$ cat src/rtl/frs_pkg.sv
// Purpose: constants for the refresh rate mode select block
// Assumes: 200 MHz clk_sys, 8Gb density tRFC figures selected
// Notes: command pins arrive from outside the clock domain
// Summary of operation
// - refresh cycle and interval come from a mode register write, fixed or dynamic.
// - field bits 8:6 decode 000/001/010 fixed, 101/110 dynamic, rest reserved.
// - in dynamic modes bg0 is sampled with each refresh to pick granularity.
// - bg0 low gives normal rate; high gives double or quad per mode.
// - refresh is cs low, act high, ras low, cas low, we high.
// - after reset the mode is fixed 1x with base interval and normal cycle.
// - cycle time 350/260/160 ns for normal/double/quad; base interval 7.8 us.
// - a new rate applies from its change; each refresh uses its own timing.
package frs_pkg;
	localparam logic [2:0] MODE_FIX1 = 3'h0;
	localparam logic [2:0] MODE_FIX2 = 3'h1;
	localparam logic [2:0] MODE_FIX4 = 3'h2;
	localparam logic [2:0] MODE_DYN12 = 3'h5;
	localparam logic [2:0] MODE_DYN14 = 3'h6;
	localparam logic [2:0] MR3_SEL = 3'h3;
	localparam int FIELD_LSB = 6;
	localparam int CLK_PS = 5000;
	localparam int TRFC1_NS = 350;
	localparam int TRFC2_NS = 260;
	localparam int TRFC4_NS = 160;
	localparam int TREFI_BASE_NS = 7800;
	localparam logic [7:0] TRFC1_CYC = 8'((TRFC1_NS * 1000 + CLK_PS - 1) / CLK_PS);
	localparam logic [7:0] TRFC2_CYC = 8'((TRFC2_NS * 1000 + CLK_PS - 1) / CLK_PS);
	localparam logic [7:0] TRFC4_CYC = 8'((TRFC4_NS * 1000 + CLK_PS - 1) / CLK_PS);
	localparam logic [11:0] TREFI1_CYC = 12'((TREFI_BASE_NS * 1000) / CLK_PS);
	localparam logic [11:0] TREFI2_CYC = 12'((TREFI_BASE_NS * 1000) / (2 * CLK_PS));
	localparam logic [11:0] TREFI4_CYC = 12'((TREFI_BASE_NS * 1000) / (4 * CLK_PS));
	typedef enum logic [2:0] {
		GRAN_1X = 3'b001,
		GRAN_2X = 3'b010,
		GRAN_4X = 3'b100
	} frs_gran_e;
endpackage

$ cat src/rtl/frs_sync3.sv
// Purpose: three-stage synchroniser with agreement filter
// Assumes: din is asynchronous to clk_sys
// Notes: stage one is read only by stage two
`timescale 1ns/1ps
module frs_sync3 #(
	parameter int W = 1
) (
	clk_sys,
	arst_n,
	din,
	dout
);
	input wire logic clk_sys;
	input wire logic arst_n;
	input wire logic [W-1:0] din;
	output logic [W-1:0] dout;
	typedef struct packed {
		logic [W-1:0] s1;
		logic [W-1:0] s2;
		logic [W-1:0] s3;
		logic [W-1:0] q;
	} frs_sync_s;
	frs_sync_s st_reg;
	frs_sync_s st_next;
	always_comb begin
		st_next = st_reg;
		st_next.s1 = din;
		st_next.s2 = st_reg.s1;
		st_next.s3 = st_reg.s2;
		// change counts once stage two and three agree
		if (st_reg.s2 == st_reg.s3) begin
			st_next.q = st_reg.s3;
		end
	end
	always_ff @(posedge clk_sys or negedge arst_n) begin
		if (!arst_n) begin
			st_reg <= '0;
		end else begin
			st_reg <= st_next;
		end
	end
	assign dout = st_reg.q;
endmodule

$ cat src/rtl/frs_refresh_mode.sv
// Purpose: decode refresh rate mode and classify refresh commands
// Assumes: command pins sampled on rising ck edges found by clk_sys
// Notes: pins pass the 3-stage filter, so latency is about 4 cycles
`timescale 1ns/1ps
module frs_refresh_mode
	import frs_pkg::*;
(
	clk_sys,
	arst_n,
	ck,
	cs_n,
	act_n,
	ras_n,
	cas_n,
	we_n,
	bg0,
	ba,
	mr_op,
	refresh_mode,
	dynamic_rate_select,
	mode_reserved_err,
	ref_pulse,
	ref_gran,
	ref_illegal,
	ref_busy,
	trfc_cyc,
	trefi_cyc
);
	input wire logic clk_sys;
	input wire logic arst_n;
	input wire logic ck;
	input wire logic cs_n;
	input wire logic act_n;
	input wire logic ras_n;
	input wire logic cas_n;
	input wire logic we_n;
	input wire logic bg0;
	input wire logic [2:0] ba;
	input wire logic [2:0] mr_op;
	output logic [2:0] refresh_mode;
	output logic dynamic_rate_select;
	output logic mode_reserved_err;
	output logic ref_pulse;
	output frs_gran_e ref_gran;
	output logic ref_illegal;
	output logic ref_busy;
	output logic [7:0] trfc_cyc;
	output logic [11:0] trefi_cyc;

	typedef struct packed {
		logic ck_d;
		logic [2:0] mode;
		logic dyn;
		logic err;
		logic pulse;
		frs_gran_e gran;
		logic illegal;
		logic busy;
		logic [7:0] rfc_cnt;
		logic [7:0] rfc;
		logic [11:0] refi;
	} frs_state_s;

	frs_state_s st_reg;
	frs_state_s st_next;
	logic [11:0] pins_s;
	logic ck_s;

	frs_sync3 #(.W(13)) u_sync (
		.clk_sys(clk_sys),
		.arst_n(arst_n),
		.din({ck, cs_n, act_n, ras_n, cas_n, we_n, bg0, ba, mr_op}),
		.dout({ck_s, pins_s})
	);

	function automatic logic is_reserved(input logic [2:0] m);
		return !(m == MODE_FIX1 || m == MODE_FIX2 || m == MODE_FIX4 ||
			m == MODE_DYN12 || m == MODE_DYN14);
	endfunction

	function automatic logic [7:0] rfc_of(input frs_gran_e g);
		case (g)
			GRAN_2X: return TRFC2_CYC;
			GRAN_4X: return TRFC4_CYC;
			default: return TRFC1_CYC;
		endcase
	endfunction

	function automatic logic [11:0] refi_of(input frs_gran_e g);
		case (g)
			GRAN_2X: return TREFI2_CYC;
			GRAN_4X: return TREFI4_CYC;
			default: return TREFI1_CYC;
		endcase
	endfunction

	logic p_cs_n, p_act_n, p_ras_n, p_cas_n, p_we_n, p_bg0;
	logic [2:0] p_ba;
	logic [2:0] p_op;
	logic ck_rise;
	logic is_ref;
	logic is_mrs3;
	frs_gran_e g;
	always_comb begin
		{p_cs_n, p_act_n, p_ras_n, p_cas_n, p_we_n, p_bg0, p_ba, p_op} = pins_s;
		ck_rise = ck_s && !st_reg.ck_d;
		st_next = st_reg;
		st_next.ck_d = ck_s;
		st_next.pulse = 1'b0;
		g = GRAN_1X;
		// refresh decode
		is_ref = ck_rise && !p_cs_n && p_act_n && !p_ras_n && !p_cas_n && p_we_n;
		is_mrs3 = ck_rise && !p_cs_n && p_act_n && !p_ras_n && !p_cas_n && !p_we_n &&
			p_ba == MR3_SEL;
		if (st_reg.busy) begin
			// a refresh meanwhile restarts the count and is flagged illegal
			if (st_reg.rfc_cnt <= 8'h01) begin
				st_next.busy = 1'b0;
				st_next.rfc_cnt = 8'h00;
			end else begin
				st_next.rfc_cnt = st_reg.rfc_cnt - 8'h01;
			end
		end
		if (is_mrs3) begin
			st_next.mode = p_op;
			st_next.err = is_reserved(p_op);
			st_next.dyn = (p_op == MODE_DYN12) || (p_op == MODE_DYN14);
			// new interval applies from the change
			case (p_op)
				MODE_FIX2: g = GRAN_2X;
				MODE_FIX4: g = GRAN_4X;
				default: g = GRAN_1X;
			endcase
			st_next.gran = g;
			st_next.rfc = rfc_of(g);
			st_next.refi = refi_of(g);
		end else if (is_ref) begin
			case (st_reg.mode)
				MODE_FIX2: g = GRAN_2X;
				MODE_FIX4: g = GRAN_4X;
				MODE_DYN12: g = p_bg0 ? GRAN_2X : GRAN_1X;
				MODE_DYN14: g = p_bg0 ? GRAN_4X : GRAN_1X;
				default: g = GRAN_1X;
			endcase
			// reserved mode treated as 1x; flagged via err
			st_next.illegal = is_reserved(st_reg.mode) || st_reg.busy;
			st_next.pulse = 1'b1;
			st_next.gran = g;
			st_next.rfc = rfc_of(g);
			st_next.refi = refi_of(g);
			st_next.busy = 1'b1;
			st_next.rfc_cnt = rfc_of(g);
		end
	end

	always_ff @(posedge clk_sys or negedge arst_n) begin
		if (!arst_n) begin
			st_reg.ck_d <= 1'b0;
			st_reg.mode <= MODE_FIX1;
			st_reg.err <= 1'b0;
			st_reg.dyn <= 1'b0;
			st_reg.pulse <= 1'b0;
			st_reg.gran <= GRAN_1X;
			st_reg.illegal <= 1'b0;
			st_reg.busy <= 1'b0;
			st_reg.rfc_cnt <= 8'h00;
			st_reg.rfc <= TRFC1_CYC;
			st_reg.refi <= TREFI1_CYC;
		end else begin
			st_reg <= st_next;
		end
	end

	assign refresh_mode = st_reg.mode;
	// own flop, so the flag carries no decode glitch
	assign dynamic_rate_select = st_reg.dyn;
	assign mode_reserved_err = st_reg.err;
	assign ref_pulse = st_reg.pulse;
	assign ref_gran = st_reg.gran;
	assign ref_illegal = st_reg.illegal;
	assign ref_busy = st_reg.busy;
	assign trfc_cyc = st_reg.rfc;
	assign trefi_cyc = st_reg.refi;

	chk_reset_mode: assert property (@(posedge clk_sys)
		$rose(arst_n) |-> st_reg.mode == MODE_FIX1)
		else $error("mode not fixed 1x after reset");
	chk_mode_hold: assert property (@(posedge clk_sys) disable iff (!arst_n)
		!$past(is_mrs3) |-> $stable(st_reg.mode))
		else $error("mode changed without write");
	chk_fixed_gran: assert property (@(posedge clk_sys) disable iff (!arst_n)
		(is_ref && st_reg.mode == MODE_FIX2) |=> ref_gran == GRAN_2X && ref_pulse)
		else $error("fixed 2x gave wrong granularity");
	chk_dyn_bg0: assert property (@(posedge clk_sys) disable iff (!arst_n)
		(is_ref && st_reg.mode == MODE_DYN14) |=>
		ref_gran == ($past(p_bg0) ? GRAN_4X : GRAN_1X))
		else $error("dynamic bg0 select wrong");
	chk_rfc_time: assert property (@(posedge clk_sys) disable iff (!arst_n)
		(ref_pulse && ref_gran == GRAN_1X) |-> ref_busy [*8])
		else $error("refresh cycle ended early");
	chk_reserved_flag: assert property (@(posedge clk_sys) disable iff (!arst_n)
		(is_mrs3 && is_reserved(p_op)) |=> mode_reserved_err)
		else $error("reserved code not flagged");
	chk_refi_2x: assert property (@(posedge clk_sys) disable iff (!arst_n)
		ref_gran == GRAN_2X |-> trefi_cyc == TREFI2_CYC && trfc_cyc == TRFC2_CYC)
		else $error("2x timing values wrong");
	chk_refi_4x: assert property (@(posedge clk_sys) disable iff (!arst_n)
		ref_gran == GRAN_4X |-> trefi_cyc == TREFI4_CYC && trfc_cyc == TRFC4_CYC)
		else $error("4x timing values wrong");
	// a refresh inside the window restarts the count, so it also ends the wait
	chk_busy_end: assert property (@(posedge clk_sys) disable iff (!arst_n)
		ref_pulse |-> ##[1:70] (!ref_busy || ref_pulse))
		else $error("busy never ended");
	chk_busy_flag: assert property (@(posedge clk_sys) disable iff (!arst_n)
		(is_ref && st_reg.busy) |=> ref_illegal)
		else $error("refresh during busy not flagged");
	chk_dyn_flag: assert property (@(posedge clk_sys) disable iff (!arst_n)
		dynamic_rate_select |-> refresh_mode == MODE_DYN12 || refresh_mode == MODE_DYN14)
		else $error("dynamic flag without dynamic mode");
	cov_dyn12: cover property (@(posedge clk_sys) ref_pulse && st_reg.mode == MODE_DYN12);
	cov_quad: cover property (@(posedge clk_sys) ref_pulse && ref_gran == GRAN_4X);
	cov_illegal: cover property (@(posedge clk_sys) ref_pulse && ref_illegal);
	cov_dyn14_1x: cover property (@(posedge clk_sys)
		ref_pulse && st_reg.mode == MODE_DYN14 && ref_gran == GRAN_1X);
	cov_reserved: cover property (@(posedge clk_sys) ref_pulse && mode_reserved_err);
endmodule

$ cat config.mk
export PLATFORM = sky130hd
export DESIGN_NAME = frs_refresh_mode
export DESIGN_NICKNAME = d
export VERILOG_FILES = /design/src/rtl/frs_pkg.sv /design/src/rtl/frs_sync3.sv /design/src/rtl/frs_refresh_mode.sv
export SDC_FILE = /design/constraint.sdc
export NUM_CORES = 1
export LEC_CHECK = 0
export BUFFER_PORTS_ARGS = -buffer_cell sky130_fd_sc_hd__buf_4
export CORE_MARGIN = 3
export CORE_UTILIZATION = 30
export DETAILED_ROUTE_END_ITERATION = 8
export GPL_TIMING_DRIVEN = 0
export PLACE_DENSITY = 0.48
export SETUP_SLACK_MARGIN = 0.5
export SYNTH_ARGS = -nofsm -noshare
export SYNTH_HDL_FRONTEND = slang
export SYNTH_SLANG_ARGS = --single-unit
$ cat constraint.sdc
create_clock -name clk_sys -period 1.9 [get_ports clk_sys]
set_input_delay 0.38 -clock clk_sys [delete_from_list [all_inputs] [get_ports clk_sys]]
set_output_delay 0.38 -clock clk_sys [all_outputs]
set_load 0.02 [all_outputs]
==> reports/results.ini <==
[power]
p_total_mw = 3.102
powerDensity_nw_per_um2 = 690.5
ir_drop_mv = 0.4710
leakage_nw = 2.137

[place]
gp_congestion = 0.7503
port_buffers = 38
place_hpwl_um = 3500
placed_cell_area_um2 = 3630
dpl.cell_count = 415

[final_layout]
final_nets = 348
largest_register_ffs = 26
layout-drive-gt1-share = 0.5422
finalCoreUtilization = 0.4512
finalNonFillerCells = 465
diodes = 0
nFillCells = 916
syn_to_final_growth_pct = 44.06
stdcell_area_um2 = 4492

[route]
firstDrtPassIters = 4
drtIter0Drc = 43
via_count = 1951
drc = 0
vias_per_cell = 4.196
totalWireLength_um = 5665
antenna_left = 0
wire_per_inst_um = 12.18

[sta]
rsz0062_at_grt = true
worst_slew_pin_slew_ps = 959.8
fin_skew_ps = 11.43
relSlewSlack = 0.3601
fin_crit_ps = 1673
drv_slew = 0
setup_violations = 0
fin_setup_tns_ps = 0
timing.fmax_ghz = 0.5978
finalHoldViolations = 0
post-route-period-util = 0.8804

[grt]
grt_first_pass_wirelength_um = 9715
grt_overflow = 0
track_usage = 0.1081
antenna_found_initial = 0
grt_pass1_vias = 2039
grt_max_degree = 78

[setup_path]
critical_path_required_ps = 2130
crit_path_start_kind = flip-flop
crit_arrival_ps = 1900
crit_type = reg2reg
crit_path_end_kind = flip-flop
cp_max_fo = 10

[clock_network]
cts-htree-levels = 3
cts_sinks = 77
clock_latency_ps = 350
cts_root_buf = clkbuf_8
clockBufferDepth = 2
cts_tree = yes
clk_pin_slew_worst_paths_ps = 80
numCtsBuffers = 9

[synth]
netlist_area_um2 = 3118
synth_top_cell_area_share = 0.5939
synth_edf_count = 0
ys.flop_type = dfrtp_1
synth_area_leader_cell = dfrtp_1
yosys-top-cells-area = dfrtp_1 (59%), buf_4 (6.5%), mux2_2 (5.8%)
synth.distinct_cells = 41
synth_area_per_cell_um2 = 13.10
syn-instance-count = 238
yosysWarnings = 0
synth-seq-cells = 77
ys_seq_area_frac = 0.6192
async_flop_share = 1.000

[die]
die_h_um = 107.9
dieArea_um2 = 11650
num_rows = 36
die_width_um = 107.9
fp.coreArea_um2 = 9955
start_util = 0.3132
ioPinCount = 46

[outcome]
outcome = finished, final reports clean

[flow_run]
maxCapViolations = 0

[worst_hold_path]
hold_path.class = in2reg

what timing repair did:
action	in CTS	in global routing
resized for setup	83	23
setup endpoints to repair	54	55
pin swaps	24	7
endpoints found under the hold margin	0	0
hold buffers	0	0
gates cloned	1	0
setup buffers	32	1
area by class of cell:
type                    instances  area [um2]  area share
inverters                       8       42.54    0.009471
plain buffers                  31       326.6     0.07270
multi-input cells             128        1165      0.2593
clock inverters                 6       68.82     0.01532
flip-flops and latches         77        1939      0.4318
well taps                     133       166.4     0.03705
repair buffers                 72       645.6      0.1437
clock buffers                  10       137.6     0.03064
cell families (layout without fill, tap and decap cells):
family	count (synthesis)	after routing	share of synthesized area
AO/OA/AOI/OAI	21	21	0.03972
flip-flops	77	77	0.6192
multiplexers	18	18	0.06420
XOR/XNOR	20	20	0.05618
adder cells (fa/ha/maj)	6	6	0.02408
other	1	7	0.001203
buffers and inverters	39	127	0.08226
AND/OR/NAND/NOR	56	56	0.1132
routing by layer:
metal  vias to the layer above  routed length, um  track usage
met5                         -                  0            0
met4                         0                105      0.04058
met3                        12                303      0.04358
met2                        47               2767       0.1674
met1                       935               2489       0.1362
li1                        957                  -            -
stage by stage:
stage	hold WS, ps	setup WS (ps)
2_1_floorplan	84.41	251.4
4_1_cts	110.8	211.4
3_3_place_gp	332.6	87.77
5_1_grt	96.95	76.65
6_report	131.7	227.2
3_5_place_dp	334.7	73.33
report_power, final:
group | internal, mW | total (mW) | switching, mW
clock network | 0.652 | 1.27 | 0.622
registers | 1.68 | 1.71 | 0.0251
logic | 0.0568 | 0.121 | 0.0644
total | 2.39 | 3.10 | 0.711
worst max-delay path: stages, from the launching register on:
cell	delay [ps]
dfrtp_1	410
xnor2_1	190
nand3_2	110
nor4_4	300
buf_6	190
mux2_2	340
synthesized netlist by cell type (2+ instances only):
library cell / number
clkbuf_1: 2
dfrtp_1: 74
nand2_1: 13
o22ai_1: 2
nor3b_1: 4
and3b_1: 2
mux2_2: 16
a31oi_1: 4
nor4_2: 2
nor2b_1: 2
inv_1: 7
nor2_1: 9
xnor2_1: 17
nand3_1: 8
nand4_1: 4
o21ai_1: 2
o21ai_0: 5
ha_1: 6
mux2i_1: 2
dfstp_2: 3
buf_4: 27
a21oi_1: 4
xor2_1: 3
o211ai_1: 3
final timing paths:
| path | start | to | slack, ps | depth (start not counted) |
|---|---|---|---|---|
| max | u_sync.st_reg[21] | u_sync.dout[5] | 230 | 5 |
| min | we_n | u_sync.st_next[33] | 130 | 1 |
| max reg2reg | u_sync.st_reg[21] | u_sync.dout[5] | 230 | 5 |
| min reg2reg | u_sync.st_next[37] | u_sync.st_next[24] | 350 | 0 |
| max in group asynchronous | arst_n | u_sync.dout[1] | 1030 | 1 |
| min in group asynchronous | arst_n | st_reg[26] | 160 | 1 |
layout by cell type, fill, tap and decap left out, drive strengths merged, types with 2 or more instances in the layout:
| cell type | n |
|---|---|
| buf | 103 |
| dfrtp | 74 |
| xnor2 | 17 |
| mux2 | 16 |
| nand2 | 13 |
| clkbuf | 10 |
| inv | 9 |
| nor2 | 9 |
| nand3 | 9 |
| conb | 7 |
| o21ai | 7 |
| ha | 6 |
| nand4 | 4 |
| a31oi | 4 |
| a21oi | 4 |
| nor3b | 4 |
| nor4 | 3 |
| xor2 | 3 |
| o211ai | 3 |
| dfstp | 3 |
| clkinv | 3 |
| and3b | 2 |
| nor2b | 2 |
| mux2i | 2 |
| o22ai | 2 |
(Power assumes the default switching activity.)
